### src/pkg/deep_fifo_pkg.sv
// Constants shared by the deep synchronous FIFO port
`default_nettype none
package deep_fifo_pkg;
    localparam int DATA_W = 18;
    localparam int FIFO_DEPTH = 16;
    // Bit positions inside the sampled pin vector
    localparam int PIN_DATA_LSB = 0;
    localparam int PIN_WCLK = 18;
    localparam int PIN_RCLK = 19;
    localparam int PIN_WEN_N = 20;
    localparam int PIN_REN_N = 21;
    localparam int PIN_LD_N = 22;
    localparam int PIN_FIRST_LOAD_RETRANSMIT = 23;
    localparam int PIN_WXI = 24;
    localparam int PIN_RXI = 25;
    localparam int PIN_OE_N = 26;
    localparam int PIN_SMODE = 27;
    localparam int PIN_CASC = 28;
    localparam int PIN_W = 29;
    // Last arming count; pins are trusted four cycles after reset release
    localparam logic [1:0] ARM_CYCLES = 2'h3;
    // Reset values of the outputs and of the offset register
    localparam logic RST_EMPTY_N = 1'b0;
    localparam logic RST_FULL_N = 1'b1;
    localparam logic RST_AE_N = 1'b0;
    localparam logic RST_AF_N = 1'b1;
    localparam logic RST_HF = 1'b1;
    localparam logic [DATA_W-1:0] RST_OFFSET = 18'h00000;
endpackage
`default_nettype wire

### src/rtl/deep_sync_fifo.sv
// Deep synchronous FIFO port: pin sampling, flags, cascade and storage FIFO
`timescale 1ns/100ps
`default_nettype none

// Storage FIFO with valid/ready on both sides and a rewind input
module sync_fifo #(
    parameter int WIDTH = 18,
    parameter int DEPTH = 16
) (
    input wire logic clk,
    input wire logic rst,
    input wire logic inValid,
    output logic inReady,
    input wire logic [WIDTH-1:0] inData,
    output logic outValid,
    input wire logic outReady,
    output logic [WIDTH-1:0] outData,
    input wire logic rewind,
    output logic [$clog2(DEPTH+1)-1:0] level
);
    localparam int AW = $clog2(DEPTH);
    localparam int LW = $clog2(DEPTH+1);

    typedef struct packed {
        logic [AW-1:0] wrPtr;
        logic [AW-1:0] rdPtr;
        logic [LW-1:0] level;
    } fifo_state_t;

    fifo_state_t st_r;
    fifo_state_t st_nxt;
    logic [WIDTH-1:0] mem [DEPTH];
    logic doPush;
    logic doPop;

    assign inReady = (st_r.level != LW'(DEPTH));
    assign outValid = (st_r.level != '0);
    assign outData = mem[st_r.rdPtr];
    assign level = st_r.level;
    assign doPush = inValid && inReady;
    assign doPop = outValid && outReady;

    always_comb begin
        st_nxt = st_r;
        if (doPush) begin
            st_nxt.wrPtr = st_r.wrPtr + 1'b1;
        end
        if (rewind) begin
            // Replays from the first word; exact while fewer than DEPTH writes
            st_nxt.rdPtr = '0;
            st_nxt.level = LW'(st_nxt.wrPtr);
        end else begin
            if (doPop) begin
                st_nxt.rdPtr = st_r.rdPtr + 1'b1;
            end
            st_nxt.level = LW'(st_r.level + LW'(doPush) - LW'(doPop));
        end
    end

    always_ff @(posedge clk or posedge rst) begin
        if (rst) begin
            st_r <= '0;
        end else begin
            st_r <= st_nxt;
        end
    end

    always_ff @(posedge clk) begin
        if (doPush) begin
            mem[st_r.wrPtr] <= inData;
        end
    end
endmodule

module deep_sync_fifo #(
    parameter int DEPTH = deep_fifo_pkg::FIFO_DEPTH
) (
    input wire logic mclk,
    input wire logic sys_rst,
    input wire logic [deep_fifo_pkg::DATA_W-1:0] dataIn,
    input wire logic writeClk,
    input wire logic readClk,
    input wire logic writeEnableN,
    input wire logic readEnableN,
    input wire logic offsetLoadN,
    input wire logic firstLoadRetransmit,
    input wire logic writeCascadeIn,
    input wire logic readCascadeIn,
    input wire logic outputEnableN,
    input wire logic flagSyncSelect,
    input wire logic cascadeMode,
    output logic [deep_fifo_pkg::DATA_W-1:0] dataOut,
    output logic dataOutEn,
    output logic emptyFlagN,
    output logic fullFlagN,
    output logic almostEmptyFlagN,
    output logic almostFullFlagN,
    output logic writeCascadeOutHalfFull,
    output logic readCascadeOut
);
    localparam int DW = deep_fifo_pkg::DATA_W;
    localparam int PW = deep_fifo_pkg::PIN_W;
    localparam int LW = $clog2(DEPTH+1);

    typedef logic [DW:0] wide_t;

    typedef struct packed {
        logic [PW-1:0] s1;
        logic [PW-1:0] s2;
        logic [PW-1:0] s3;
        logic [PW-1:0] acc;
        logic [PW-1:0] accD;
        logic [1:0] armCnt;
        logic armed;
        logic wTok;
        logic rTok;
        logic [DW-1:0] offset;
        logic [DW-1:0] dataOut;
        logic dataOutEn;
        logic emptyN;
        logic fullN;
        logic aeN;
        logic afN;
        logic wxoHf;
        logic read_cascade_out;
    } top_state_t;

    top_state_t st_r;
    top_state_t st_nxt;
    logic [PW-1:0] pins;
    logic wrEdge;
    logic rdEdge;
    logic loadLow;
    logic casc;
    logic push;
    logic pop;
    logic rewind;
    logic fifoInReady;
    logic fifoOutValid;
    logic [DW-1:0] fifoHead;
    logic [LW-1:0] level;
    logic [LW-1:0] lvlNext;
    logic aeHit;
    logic afHit;

    function automatic logic rose(input logic [PW-1:0] now, input logic [PW-1:0] was,
                                  input int idx);
        rose = now[idx] && !was[idx];
    endfunction

    assign pins = {cascadeMode, flagSyncSelect, outputEnableN, readCascadeIn,
                   writeCascadeIn, firstLoadRetransmit, offsetLoadN, readEnableN,
                   writeEnableN, readClk, writeClk, dataIn};

    assign wrEdge = st_r.armed && rose(st_r.acc, st_r.accD, deep_fifo_pkg::PIN_WCLK);
    assign rdEdge = st_r.armed && rose(st_r.acc, st_r.accD, deep_fifo_pkg::PIN_RCLK);
    assign loadLow = !st_r.acc[deep_fifo_pkg::PIN_LD_N];
    assign casc = st_r.acc[deep_fifo_pkg::PIN_CASC];
    // Full write or empty read is refused by the FIFO handshake
    assign push = wrEdge && !loadLow && !st_r.acc[deep_fifo_pkg::PIN_WEN_N]
                  && (!casc || st_r.wTok);
    assign pop = rdEdge && !loadLow && !st_r.acc[deep_fifo_pkg::PIN_REN_N]
                 && (!casc || st_r.rTok);
    assign rewind = st_r.armed && !casc
                    && rose(st_r.acc, st_r.accD, deep_fifo_pkg::PIN_FIRST_LOAD_RETRANSMIT);
    assign lvlNext = LW'(level + LW'(push && fifoInReady) - LW'(pop && fifoOutValid));
    assign aeHit = wide_t'(lvlNext) <= wide_t'(st_r.offset);
    assign afHit = wide_t'(lvlNext) + wide_t'(st_r.offset) >= wide_t'(DEPTH);

    sync_fifo #(
        .WIDTH(DW),
        .DEPTH(DEPTH)
    ) u_store (
        .clk(mclk),
        .rst(sys_rst),
        .inValid(push),
        .inReady(fifoInReady),
        .inData(st_r.acc[DW-1:0]),
        .outValid(fifoOutValid),
        .outReady(pop),
        .outData(fifoHead),
        .rewind(rewind),
        .level(level)
    );

    always_comb begin
        st_nxt = st_r;
        st_nxt.s1 = pins;
        st_nxt.s2 = st_r.s1;
        st_nxt.s3 = st_r.s2;
        // A change is accepted once the second and third stages agree
        st_nxt.acc = (~(st_r.s2 ^ st_r.s3) & st_r.s3) | ((st_r.s2 ^ st_r.s3) & st_r.acc);
        st_nxt.accD = st_r.acc;
        st_nxt.wxoHf = 1'b0;
        st_nxt.read_cascade_out = 1'b0;
        if (!st_r.armed) begin
            st_nxt.armCnt = st_r.armCnt + 1'b1;
            st_nxt.armed = (st_r.armCnt == deep_fifo_pkg::ARM_CYCLES);
            // No edge on the first armed cycle, whatever level a pin rests at
            st_nxt.accD = st_nxt.acc;
            // First device in a chain starts holding both tokens
            st_nxt.wTok = !st_nxt.acc[deep_fifo_pkg::PIN_FIRST_LOAD_RETRANSMIT];
            st_nxt.rTok = !st_nxt.acc[deep_fifo_pkg::PIN_FIRST_LOAD_RETRANSMIT];
            st_nxt.wxoHf = !casc;
        end else begin
            if (wrEdge && loadLow) begin
                st_nxt.offset = st_r.acc[DW-1:0];
            end
            if (rdEdge && loadLow) begin
                st_nxt.dataOut = st_r.offset;
            end else if (pop && fifoOutValid) begin
                st_nxt.dataOut = fifoHead;
            end
            if (rdEdge) begin
                st_nxt.emptyN = (lvlNext != '0);
            end
            if (wrEdge) begin
                st_nxt.fullN = (lvlNext != LW'(DEPTH));
            end
            if (st_r.acc[deep_fifo_pkg::PIN_SMODE] || rdEdge) begin
                st_nxt.aeN = !aeHit;
            end
            if (st_r.acc[deep_fifo_pkg::PIN_SMODE] || wrEdge) begin
                st_nxt.afN = !afHit;
            end
            if (casc) begin
                // Token passes on when this device fills or drains
                if (push && fifoInReady && lvlNext == LW'(DEPTH)) begin
                    st_nxt.wTok = 1'b0;
                    st_nxt.wxoHf = 1'b1;
                end else if (rose(st_r.acc, st_r.accD, deep_fifo_pkg::PIN_WXI)) begin
                    st_nxt.wTok = 1'b1;
                end
                if (pop && fifoOutValid && lvlNext == '0) begin
                    st_nxt.rTok = 1'b0;
                    st_nxt.read_cascade_out = 1'b1;
                end else if (rose(st_r.acc, st_r.accD, deep_fifo_pkg::PIN_RXI)) begin
                    st_nxt.rTok = 1'b1;
                end
            end else begin
                st_nxt.wxoHf = !(lvlNext > LW'(DEPTH / 2));
            end
        end
        st_nxt.dataOutEn = !st_r.acc[deep_fifo_pkg::PIN_OE_N];
    end

    always_ff @(posedge mclk or posedge sys_rst) begin
        if (sys_rst) begin
            // Back to the empty condition
            st_r <= '0;
            st_r.emptyN <= deep_fifo_pkg::RST_EMPTY_N;
            st_r.fullN <= deep_fifo_pkg::RST_FULL_N;
            st_r.aeN <= deep_fifo_pkg::RST_AE_N;
            st_r.afN <= deep_fifo_pkg::RST_AF_N;
            st_r.wxoHf <= deep_fifo_pkg::RST_HF;
            st_r.offset <= deep_fifo_pkg::RST_OFFSET;
        end else begin
            st_r <= st_nxt;
        end
    end

    assign dataOut = st_r.dataOut;
    assign dataOutEn = st_r.dataOutEn;
    assign emptyFlagN = st_r.emptyN;
    assign fullFlagN = st_r.fullN;
    assign almostEmptyFlagN = st_r.aeN;
    assign almostFullFlagN = st_r.afN;
    assign writeCascadeOutHalfFull = st_r.wxoHf;
    assign readCascadeOut = st_r.read_cascade_out;
endmodule
`default_nettype wire

### config.mk
export PLATFORM = sky130hd
export DESIGN_NAME = deep_sync_fifo
export DESIGN_NICKNAME = d
export VERILOG_FILES = /design/src/pkg/deep_fifo_pkg.sv /design/src/rtl/deep_sync_fifo.sv
export SDC_FILE = /design/constraint.sdc
export NUM_CORES = 1
export LEC_CHECK = 0
export BUFFER_PORTS_ARGS = -buffer_cell sky130_fd_sc_hd__buf_2
export CORE_ASPECT_RATIO = 1.25
export CORE_MARGIN = 8
export CORE_UTILIZATION = 61
export DETAILED_ROUTE_END_ITERATION = 8
export PLACE_DENSITY = 0.76
export SYNTH_ARGS = -nofsm -noshare
export SYNTH_HDL_FRONTEND = slang
export SYNTH_SLANG_ARGS = --single-unit
export TNS_END_PERCENT = 5
### constraint.sdc
create_clock -name mclk -period 7.6 [get_ports mclk]
set_input_delay 0.76 -clock mclk [delete_from_list [all_inputs] [get_ports mclk]]
set_output_delay 0.76 -clock mclk [all_outputs]
set_load 0.01 [all_outputs]
After elaboration in Yosys (flattened, before gate mapping):

Memory sizes are Yosys's and may differ from the RTL's.
Index checks and enable logic that the tools add are counted.

* bits in registers: 203
* bits in writable memories: 288
* bits of input ports: 31
* output and inout port bits: 25
* logic and storage cells: 115
* memories: 1

Memory list
* u_store.mem: depth 16, width 18, read ports 1, clocked after memory_dff 0, wr ports 1, RTL line deep_sync_fifo.sv:32 `logic [WIDTH-1:0] mem [DEPTH];`

* add/subtract/negate cells: 6
* order comparisons: 3
* equal/unequal tests: 7
* muxes and demuxes: 20
* bitwise gates (word level): 5
* reduce and logical (&&, ||, !) cells: 52

Operators by type and width (number)
* $and 29x29->29: 2
* $mux 18: 2
* $mux 29: 1
* $not 29->29: 1
* $or 29x29->29: 1
* $xor 29x29->29: 1
* $logic_and 1x1->1: 21
* $add 5x18->19: 1
* $ge 19x5->1 const B: 1
* $le 5x18->1: 1
* $reduce_and 2->1: 8
* $logic_not 1->1: 14
* $mux 1: 12
* $ne 5x5->1 const B: 2
* $reduce_bool 5->1: 2
* $mux 9: 1
* $add 4x1->4 const B: 2
* $mux 4: 2
* $ne 3x1->1 const B: 2
* $add 5x1->5: 1
* $eq 5x5->1 const B: 1
* $gt 5x4->1 const B: 1
* $logic_not 5->1: 1
* $sub 5x1->5: 1
* 6 further kinds: 11

Longest topological paths before layout:

Gate-level depths: netlist of run 1.

* word-level depth: 14
* gate-level depth with buffers: 18
* depth with buffers taken out: 18

By module:

Synthesis of run 1 repeated with hierarchy kept, for this count alone.

* cell total of the unflattened synthesis: 1082
* area total of the unflattened synthesis: 18345.1 sq um

Modules (own cells, without submodules)
* sync_fifo: instances 1, cells each 624, area each 11976.5 sq um, seq. area each 8973.6 sq um
* deep_sync_fifo: instances 1, cells each 458, area each 6368.6 sq um, seq. area each 4232.8 sq um

Least setup slack after synthesis of run 1:

No wires, ideal clock.

* kind: register -> register
* start point: register with a tool-made name
* end point: register st_r (netlist bit almostFullFlagN)
* setup time: 0.105 ns
* data arrival time: 3.823 ns
* data required time: 7.495 ns
* slack: 3.671 ns
* stages on the path, launching flop included: 19
* cell sequence: dfrtp_1 -> buf_2 -> nand2b_1 -> nand3b_1 -> nor3_2 -> xor2_1 -> ha_1 -> fa_1 -> a21oi_1 -> o21bai_1 -> xor2_1 -> inv_1 -> ha_1 -> nor2b_1 -> o21ai_0 -> a21oi_2 -> nor4b_1 -> o211ai_1 -> o41ai_1

RTL lines
* end signal: assignment: RTL line deep_sync_fifo.sv:258 `st_r <= st_nxt;`
* end: declaration: RTL line deep_sync_fifo.sv:128 `top_state_t st_r;`

Worst setup path in the final report of run 1:

* start point: register st_r[45] (netlist bit)
* end point: register st_r (netlist bit almostFullFlagN)

* cells in the longest elaborated chain, start to end: 10
* elaborated cells between the ends (all ways): 17
* those cells by class: 3 x add/sub; 1 x order compare; 13 x reduce/logical

RTL lines
* $logic_and 1x1->1: RTL line deep_sync_fifo.sv:155 `assign wrEdge = st_r.armed && rose(st_r.acc, st_r.accD, deep_fifo_pkg::PIN_WCLK);`
* $logic_and 1x1->1 (2 in series): RTL line deep_sync_fifo.sv:160 `assign push = wrEdge && !loadLow && !st_r.acc[deep_fifo_pkg::PIN_WEN_N]`
* $logic_and 1x1->1: RTL line deep_sync_fifo.sv:161 `&& (!casc || st_r.wTok);`
* $logic_and 1x1->1: RTL line deep_sync_fifo.sv:166 `assign lvlNext = LW'(level + LW'(push && fifoInReady) - LW'(pop && fifoOutValid));`
* $add 5x1->5: RTL line deep_sync_fifo.sv:166
* $sub 5x1->5: RTL line deep_sync_fifo.sv:166
* $add 5x18->19: RTL line deep_sync_fifo.sv:168 `assign afHit = wide_t'(lvlNext) + wide_t'(st_r.offset) >= wide_t'(DEPTH);`
* $ge 19x5->1: RTL line deep_sync_fifo.sv:168
* $logic_not 1->1: RTL line deep_sync_fifo.sv:224 `st_nxt.afN = !afHit;`

Parallel ways exist; a longest one is shown, timed or not.
A chain may end at the register's enable or synchronous reset.

==> results_dict.tcl, run 1 <==
set metrics [dict create \
    setup_slack_ns 2.65 \
    grt_pass1_vias 9340 \
    route.detailed.drc 0 \
    crit_buf_inv 1 \
    endpoint_kind "register" \
    syn_area_sq_um 18000 \
    multi_input_area_sq_um 4330 \
    die_x_um 169 \
    crit_type "register to register" \
    post_cts_buffers 0 \
    drv_slew 0 \
    hold_slack_ns 0.318 \
    path_cells "nand2_1 > nor3_2 > xor2_1 > ha_1 > fa_1 > a21oi_1 > o21bai_1 > xor2_1 > inv_1 > ha_1 > nor2_1 > nand3_1 > a21oi_2 > nor4b_1 > o211ai_1 > o41ai_1" \
    rsz0062_at_grt "false" \
    core_sq_um 29200 \
    fin_skew_ns 0.0130 \
    fin_tns_setup_ns 0 \
    dieHeight_um 208 \
    syn_nets 1047 \
    num_antenna_cells 0 \
    design_area_sq_um 20000 \
    final-setup-viol-count 0 \
    arrival_ns 5.39 \
    grt_pass1_wl_um 52400 \
    clock.fmax_ghz 0.202 \
    fin_util_pct 68.5 \
    p_int_mw 4.82 \
    p_clk_share_pct 31.7 \
    ys_top_cells_by_count "edfxtp_1 (288), dfrtp_1 (179), mux4_2 (72)" \
    crit_fanout 20 \
    area_growth_pct 11.3 \
    seq_area_sq_um 13200 \
    yosysSeqAreaShare_pct 73.5 \
    relSlewSlack_pct 35.0 \
    wire_per_inst_um 22.1 \
    crit_slowest_cell "dfrtp_1" \
    grt_max_degree 128 \
    leakage_nw 7.10 \
    cts_buffer_depth 3 \
    synthTopCellsByArea "edfxtp_1 (48%), dfrtp_1 (25%), mux4_2 (9.0%)" \
    power_mw 6.67 \
    cpPeakStageDelay_ns 0.78 \
    num_rows 70 \
    drtPass1Iterations 5 \
    dpl.cell_count 1406 \
    hold_path_class "input pin to register" \
    period_minus_slack_ns 4.95 \
    gp_congestion 0.823 \
    clockRootBuffer "clkbuf_16" \
    max_cap_viol_count 0 \
    crit_family "simple AND/OR/NAND/NOR gates" \
    vias_per_cell 5.88 \
    pre_cts_ws_ns 2.68 \
    place_area_sq_um 18600 \
    synthCells 993 \
    place_hpwl_um 20000 \
    cp.required_ns 8.04 \
    ys_types 60 \
    path_clk_slew_ns 0.06 \
    switching_power_mw 1.85 \
    initial_core_util_pct 61.6 \
    cts_hold_buf 0 \
    antenna_found_initial 0 \
    cp-start-kind "register" \
    fillers 1870 \
    hold_viol 0 \
    final_nets 1109 \
    globalRouteOverflowTotal 0 \
    port_buffers 55 \
    status "finished clean" \
    finalCritPeriodShare_pct 65.1 \
    async_flop_share_pct 38.7 \
    synth_seq_cells 470 \
    power_frac_seq_pct 47.2 \
    clock_latency_ns 0.54 \
    htree_levels 2 \
    p_per_area_nw_per_um2 334 \
    cts_tree "yes" \
    synth_edf_count 288 \
    cts_resized 0 \
    drt_iter0_drc 562 \
    yosysTopAreaCell "edfxtp_1" \
    cts.sinks 470 \
    yosys_warnings 0 \
    ir_drop_v 0.000168 \
    pin_count 56 \
    p_sw_share_pct 27.8 \
    numCtsBuffers 43 \
    wl_um 32900 \
    track_usage_pct 19.3 \
    p_comb_share_pct 21.1 \
    fp.dieArea_sq_um 35200 \
    ys.flop_type "edfxtp_1" \
    layout.cells.non_filler 1486 \
    antenna_left 0 \
    syn_avg_cell_area_sq_um 18.1 \
    layout-drive-gt1-share_pct 24.3 \
    tightestPinTransition_ns 0.975 \
    yosysTopAreaCellShare_pct 48.2 \
    vias 8735 \
    synth.most_common_cell "edfxtp_1" \
]
## cells in the final DEF (no fill, tap or decap), types with 3 or more instances in the layout
| cell type | n |
|---|---|
| edfxtp_1 | 288 |
| dfrtp_1 | 175 |
| mux4_2 | 72 |
| buf_2 | 55 |
| a21oi_1 | 45 |
| clkbuf_16 | 44 |
| nor2_1 | 40 |
| a211oi_1 | 36 |
| maj3_1 | 29 |
| nand2_1 | 27 |
| buf_4 | 24 |
| nor2b_1 | 23 |
| ha_1 | 21 |
| mux2_2 | 20 |
| inv_1 | 20 |
| mux2i_1 | 20 |
| o21ai_0 | 17 |
| clkbuf_1 | 17 |
| xnor2_1 | 10 |
| clkbuf_8 | 9 |
| nor2_2 | 6 |
| nor3_1 | 6 |
| nand2b_1 | 6 |
| xor2_1 | 6 |
| nor3_2 | 5 |
| nand3_1 | 5 |
| clkinv_2 | 4 |
| nand3b_1 | 3 |
| or2_2 | 3 |
| dfstp_2 | 3 |
| dfrtp_2 | 3 |
## layout make-up
cell class                 count  area share (%)
sequential                   470            66.1
inverter                      21           0.432
multi-input combinational    440            21.7
timing repair buffer          79            2.28
clock buffer                  70            6.45
tap                          396            2.48
clock inverter                10           0.563
## routing by layer
layer  track usage, %  up-vias  routed length (um)
li1                 -     3890                   -
met3             3.41       64                1800
met2             32.3      256               16500
met5                0        -                   0
met1             25.4     4525               13800
met4             6.05        0                 786
## flip-flops by register name, indices dropped and copies added (netlist names), named ones only
register and flops:
dataOutEn 1, st_nxt 58, u_store.level 5, u_store.mem 288, u_store.st_r 8, readCascadeOut 1, st_r 62, fullFlagN 1
almostFullFlagN 1, writeCascadeOutHalfFull 1, emptyFlagN 1, almostEmptyFlagN 1, dataOut 18
## power by group through the flow
stage | registers, mW | clock network, mW | logic (mW)
detailed placement | 3.20 | 0 | 1.42
global placement | 3.19 | 0 | 1.39
floorplan | 3.09 | 0 | 1.22
global route | 3.18 | 2.25 | 1.57
finish | 3.15 | 2.11 | 1.41
CTS | 3.15 | 2.15 | 1.43
## worst paths after layout
path | start | end | slack [ns] | cells after the start
worst max-delay path | st_r[45]$_DFF_PP0_ | almostFullFlagN$_DFFE_PP1P_ | 2.65 | 16
worst min-delay path | writeEnableN | st_nxt[155]$_DFF_PP0_ | 0.32 | 1
worst max register to register | st_r[45]$_DFF_PP0_ | almostFullFlagN$_DFFE_PP1P_ | 2.65 | 16
worst min register to register | st_nxt[151]$_DFF_PP0_ | st_nxt[122]$_DFF_PP0_ | 0.35 | 0
max in group asynchronous | sys_rst | st_nxt[112]$_DFF_PP0_ | 5.89 | 3
min in group asynchronous | sys_rst | st_nxt[136]$_DFF_PP0_ | 0.35 | 2
## kinds of logic after synthesis
| group | Yosys count | share of synthesized area (%) |
|---|---|---|
| compound gates | 121 | 4.46 |
| simple gates | 138 | 3.91 |
| buf+inv | 83 | 2.54 |
| xor+xnor | 17 | 0.871 |
| flops | 470 | 73.5 |
| mux | 112 | 11.4 |
| fa+ha+maj | 52 | 3.30 |
(Power assumes the default switching activity.)
==> inputs of run 2 (changes only) <==
- CORE_UTILIZATION: 61 -> 56
- PLACE_DENSITY: 0.76 -> 0.74
- clock period: 7.6 -> 4.1 ns (I/O delays scaled with it)
==> run 2 against run 1 <==
- clock skew hardly changed
- global-route usage is 1.3 points lower
- sequential cell count stayed put
- wire length is 2.0% higher
- sequential power is 88% higher
- first-iteration DRC count is 54% higher
- register-to-register slack worse by 2.5 ns
- cell area is 3.4% higher
- worst setup slack worse by 2.5 ns
- worst hold slack better by 0.028 ns
- largest cell class unchanged
==> results_dict.tcl, run 2 (synthesized netlist as in run 1, its figures left out) <==
set metrics [dict create \
    htree_levels 2 \
    finalCritPeriodShare_pct 97.2 \
    design_area_sq_um 20700 \
    hold_slack_ns 0.347 \
    pre_cts_ws_ns -0.00109 \
    track_usage_pct 17.9 \
    cts.sinks 470 \
    max_cap_viol_count 0 \
    grt_pass1_wl_um 53200 \
    antenna_left 0 \
    area_growth_pct 15.1 \
    final_common_cell "edfxtp_1" \
    whs_endpoint "st_nxt[110]$_DFF_PP0_" \
    fp.dieArea_sq_um 38100 \
    place_area_sq_um 18800 \
    crit_type "register to register" \
    leakage_nw 7.40 \
    fin_tns_setup_ns 0 \
    core_sq_um 31700 \
    fin_skew_ns 0.0126 \
    period_minus_slack_ns 3.98 \
    layout.cells.non_filler 1555 \
    vias_per_cell 5.72 \
    initial_core_util_pct 56.7 \
    globalRouteOverflowTotal 0 \
    regToRegEndpoint "almostFullFlagN$_DFFE_PP1P_" \
    cp.required_ns 4.54 \
    final_nets 1160 \
    endpoint_kind "register" \
    gp_congestion 0.900 \
    largest_reg_flops 288 \
    grt_pass1_vias 9439 \
    top_register "u_store.mem" \
    route.detailed.drc 0 \
    clock_latency_ns 0.55 \
    antenna_found_initial 0 \
    drt_iter0_drc 866 \
    final-setup-viol-count 0 \
    num_rows 73 \
    timing.rr.start "u_store.level[3]$_DFF_PP0_" \
    path_clk_slew_ns 0.06 \
    cp-start-kind "register" \
    setup_slack_ns 0.116 \
    hold_path_class "register to register" \
    place_hpwl_um 20800 \
    hold_path_depth 0 \
    relSlewSlack_pct 42.3 \
    layout-drive-gt1-share_pct 25.9 \
    die_x_um 176 \
    grt_max_degree 108 \
    r2r_cells 18 \
    tightestPinTransition_ns 0.866 \
    clockRootBuffer "clkbuf_16" \
    ir_drop_v 0.000441 \
    layout_common_cells "edfxtp_1 (288), dfrtp_1 (175), mux4_2 (72), buf_2 (55), clkbuf_16 (48)" \
    cts_tree "yes" \
    hold_viol 0 \
    numCtsBuffers 45 \
    vias 8902 \
    port_buffers 55 \
    crit_fanout 3 \
    p_per_area_nw_per_um2 629 \
    status "finished clean" \
    hp-start "st_nxt[139]$_DFF_PP0_" \
    pin_count 56 \
    cts_buffer_depth 3 \
    dpl.cell_count 1437 \
    rrSetupSlack_ns 0.12 \
    dieHeight_um 216 \
    drv_slew 0 \
    clock.fmax_ghz 0.251 \
    drtPass1Iterations 5 \
    wire_per_inst_um 21.6 \
    arrival_ns 4.43 \
    num_antenna_cells 0 \
    wl_um 33500 \
]
==> run 2: cell count changes in the layout (fill, tap and decap cells not counted), moves of 4 or more <==
cell,before,now
clkbuf_1,17,11
clkinv_1,2,6
clkbuf_8,9,4
nor2_2,6,2
dlygate4sd3_1,0,30
buf_12,0,4
buf_4,24,39
clkbuf_16,44,48
==> run 2: what timing repair did <==
item | 4_1_cts | 5_1_grt
setup endpoints to repair | 1 | 1
buffers inserted | 0 | 4
hold endpoints to repair | 37 | 0
resized for setup | 1 | 14
hold buffers | 30 | 0
pin swaps | 0 | 5
==> run 2: layout make-up <==
cell class,instances,area (sq um)
clock inverters,20,201
multi-input cells,440,4410
well taps,412,515
clock buffers,64,1310
repair buffers,128,948
fillers,2079,11000
flip-flops and latches,470,13200
inverters,21,82.6
==> run 2: worst max path at each step <==
stage,start,endpoint,slack (ns)
floorplan,register,almostFullFlagN$_DFFE_PP1P_,0.17
global placement,u_store.level[3]$_DFF_PP0_,almostFullFlagN$_DFFE_PP1P_,0.12
detailed placement,u_store.level[3]$_DFF_PP0_,almostFullFlagN$_DFFE_PP1P_,-0.001
CTS,u_store.level[3]$_DFF_PP0_,almostFullFlagN$_DFFE_PP1P_,0.006
global route,u_store.level[2]$_DFF_PP0_,almostFullFlagN$_DFFE_PP1P_,-0.10
finish,u_store.level[3]$_DFF_PP0_,almostFullFlagN$_DFFE_PP1P_,0.12
==> run 2: worst max-delay path, cell delays in order (launching register included) <==
cell and delay, ns:
dfrtp_1 0.39, inv_1 0.09, ha_1 0.17, nor4bb_2 0.28, buf_4 0.16, a2111oi_4 0.03
ha_1 0.23, fa_1 0.41, a21oi_1 0.15, o21bai_1 0.09, xor2_1 0.19, inv_1 0.11
ha_4 0.24, nor2b_2 0.19, o21ai_1 0.14, a21oi_2 0.23, nor4b_2 0.27, o211ai_1 0.17
o41ai_2 0.34
==> run 2: metrics by stage <==
step | utilization (%) | total power, mW
finish | 65.2 | 13.0
global placement | 59.2 | 8.63
detailed placement | 59.2 | 8.71
floorplan | - | 7.99
CTS | 64.9 | 12.9
global route | 65.2 | 13.6
==> run 2: power breakdown <==
group	total (mW)	switching, mW	internal (mW)
clock network	4.14	1.67	2.47
logic	2.95	1.48	1.47
registers	5.92	0.499	5.42
==> run 2: per-layer routing <==
layer  global-route usage, %  wire length [um]  vias to the layer above
met4                    6.37               814                        0
met3                    3.15              1880                       60
met5                       0                 0                        -
met2                    29.5             16900                      267
li1                        -                 -                     4003
met1                    23.8             13900                     4572
==> inputs of run 3 (changes only) <==
- CAP_MARGIN: default -> 5
- REMOVE_ABC_BUFFERS: default -> 1
==> run 3 against run 2 <==
- combinational power hardly changed
- largest cell class unchanged
- critical path type unchanged
- highest routed layer unchanged
- wire length is 8.9% higher
- critical endpoint unchanged
- largest power group unchanged
- power is 1.5% higher
- via count is 2.3% higher
- critical path depth stayed put
- clock power is 4% higher
- first-iteration DRC count is 3.5% higher
- sequential share of layout area is 0.38 points lower
- count of clock-buffer cells in the layout is 5 higher
==> results_dict.tcl, run 3 (synthesized netlist as in run 1, its figures left out) <==
set metrics [dict create \
    num_antenna_cells 0 \
    finalCritPeriodShare_pct 95.8 \
    tightestPinTransition_ns 1.11 \
    clock_latency_ns 0.56 \
    hold_viol 0 \
    place_hpwl_um 21400 \
    arrival_ns 4.38 \
    core_sq_um 31700 \
    ir_drop_v 0.000397 \
    layout_common_cells "edfxtp_1 (288), dfrtp_1 (175), mux4_2 (72), buf_2 (55), clkbuf_16 (51)" \
    r2r_cells 18 \
    cts.sinks 470 \
    fp.dieArea_sq_um 38100 \
    p_per_area_nw_per_um2 635 \
    hold_path_class "input pin to asynchronous set/reset pin" \
    layout-drive-gt1-share_pct 27.7 \
    crit_type "register to register" \
    vias 9108 \
    layout.cells.non_filler 1553 \
    final_common_cell "edfxtp_1" \
    track_usage_pct 19.4 \
    antenna_found_initial 0 \
    largest_reg_flops 288 \
    top_register "u_store.mem" \
    cp.required_ns 4.56 \
    grt_max_degree 133 \
    globalRouteOverflowTotal 0 \
    endpoint_kind "register" \
    clockRootBuffer "clkbuf_16" \
    numCtsBuffers 45 \
    drt_iter0_drc 896 \
    path_clk_slew_ns 0.07 \
    max_cap_viol_count 0 \
    relSlewSlack_pct 25.6 \
    final_nets 1158 \
    antenna_left 0 \
    wl_um 36500 \
    period_minus_slack_ns 3.93 \
    status "finished clean" \
    drv_slew 0 \
    rrSetupSlack_ns 0.17 \
    num_rows 73 \
    cts_tree "yes" \
    die_x_um 176 \
    final-setup-viol-count 0 \
    route.detailed.drc 0 \
    vias_per_cell 5.86 \
    port_buffers 55 \
    dieHeight_um 216 \
    fin_skew_ns 0.0117 \
    cp-start-kind "register" \
    drtPass1Iterations 5 \
    grt_pass1_wl_um 56000 \
    htree_levels 2 \
    hold_slack_ns 0.0236 \
    crit_fanout 3 \
    area_growth_pct 15.8 \
    leakage_nw 7.43 \
    fin_tns_setup_ns 0 \
    initial_core_util_pct 56.7 \
    gp_congestion 0.826 \
    power_mw 13.2 \
    cts_buffer_depth 3 \
    dpl.cell_count 1436 \
    clock.fmax_ghz 0.255 \
    wire_per_inst_um 23.5 \
    grt_pass1_vias 9559 \
    pin_count 56 \
]
-- run 3: cell count changes in the layout (fill, tap and decap cells not counted), moves of 2 or more --
cell        previous run  this run
nor2_2                 2        15
clkinv_1               6         0
nor2_1                43        30
clkinvlp_4             3         1
inv_4                  0         3
clkbuf_16             48        51
clkinv_4               0         2
clkinv_2               7         2
clkinv_8               0         2
clkbuf_1              11        13
a21oi_1               45        43
-- run 3: timing repair --
item                                    in CTS  in global routing
hold endpoints to repair                    29                  0
resized for setup                            2                 19
gates cloned                                 0                  0
setup buffers                                0                  4
hold buffers                                29                  0
pin swaps                                    0                  9
endpoints found under the setup margin       1                  1
-- run 3: final timing paths --
path	startpoint	to
worst max register to register	u_store.level[2]$_DFF_PP0_	almostFullFlagN$_DFFE_PP1P_
min in group mclk	st_nxt[140]$_DFF_PP0_	st_nxt[111]$_DFF_PP0_
worst max-delay path	u_store.level[2]$_DFF_PP0_	almostFullFlagN$_DFFE_PP1P_
max in group asynchronous	sys_rst	almostFullFlagN$_DFFE_PP1P_
worst min-delay path	sys_rst	st_nxt[131]$_DFF_PP0_
worst min register to register	st_nxt[140]$_DFF_PP0_	st_nxt[111]$_DFF_PP0_
-- run 3: per-layer routing --
layer	track usage, %	vias to the layer above	part of all wire [%]
met5	0	-	0
met3	3.17	74	5.5
met4	6.20	0	2.7
met1	25.2	4744	40
li1	-	3996	-
met2	32.9	294	52
-- run 3: worst max-delay path, stage by stage (launching register included) --
cell,delay (ns)
dfrtp_1,0.36
inv_1,0.06
ha_1,0.20
nor4b_2,0.16
nor3_2,0.21
buf_4,0.16
nand2b_1,0.11
ha_1,0.32
a21o_1,0.16
a21oi_1,0.18
xnor2_1,0.18
inv_1,0.14
ha_1,0.21
nor2b_2,0.18
o21ai_2,0.22
nand2_1,0.12
o31ai_1,0.30
o211ai_1,0.18
o41ai_2,0.36
-- run 3: through the flow --
step	area, sq um	worst slack (ns)	util [%]
3_3_place_gp	18800	0.0287	59.2
5_1_grt	20800	-0.0480	65.6
2_1_floorplan	17600	-1.25	-
3_5_place_dp	18800	-0.112	59.2
4_1_cts	20700	0.0407	65.2
6_report	20800	0.171	65.6
-- run 3: layout make-up --
type	count	area, sq um
clock buffers	69	1390
fillers	2046	10900
well taps	412	515
multi-input cells	440	4470
flip-flops and latches	470	13200
inverters	21	86.3
repair buffers	126	918
clock inverters	15	194
-- run 3: power breakdown --
part           internal (mW)  total (mW)  switching [mW]
logic                   1.47        2.96            1.49
clock network           2.56        4.32            1.75
registers               5.42        5.93           0.508
total                   9.46        13.2            3.75
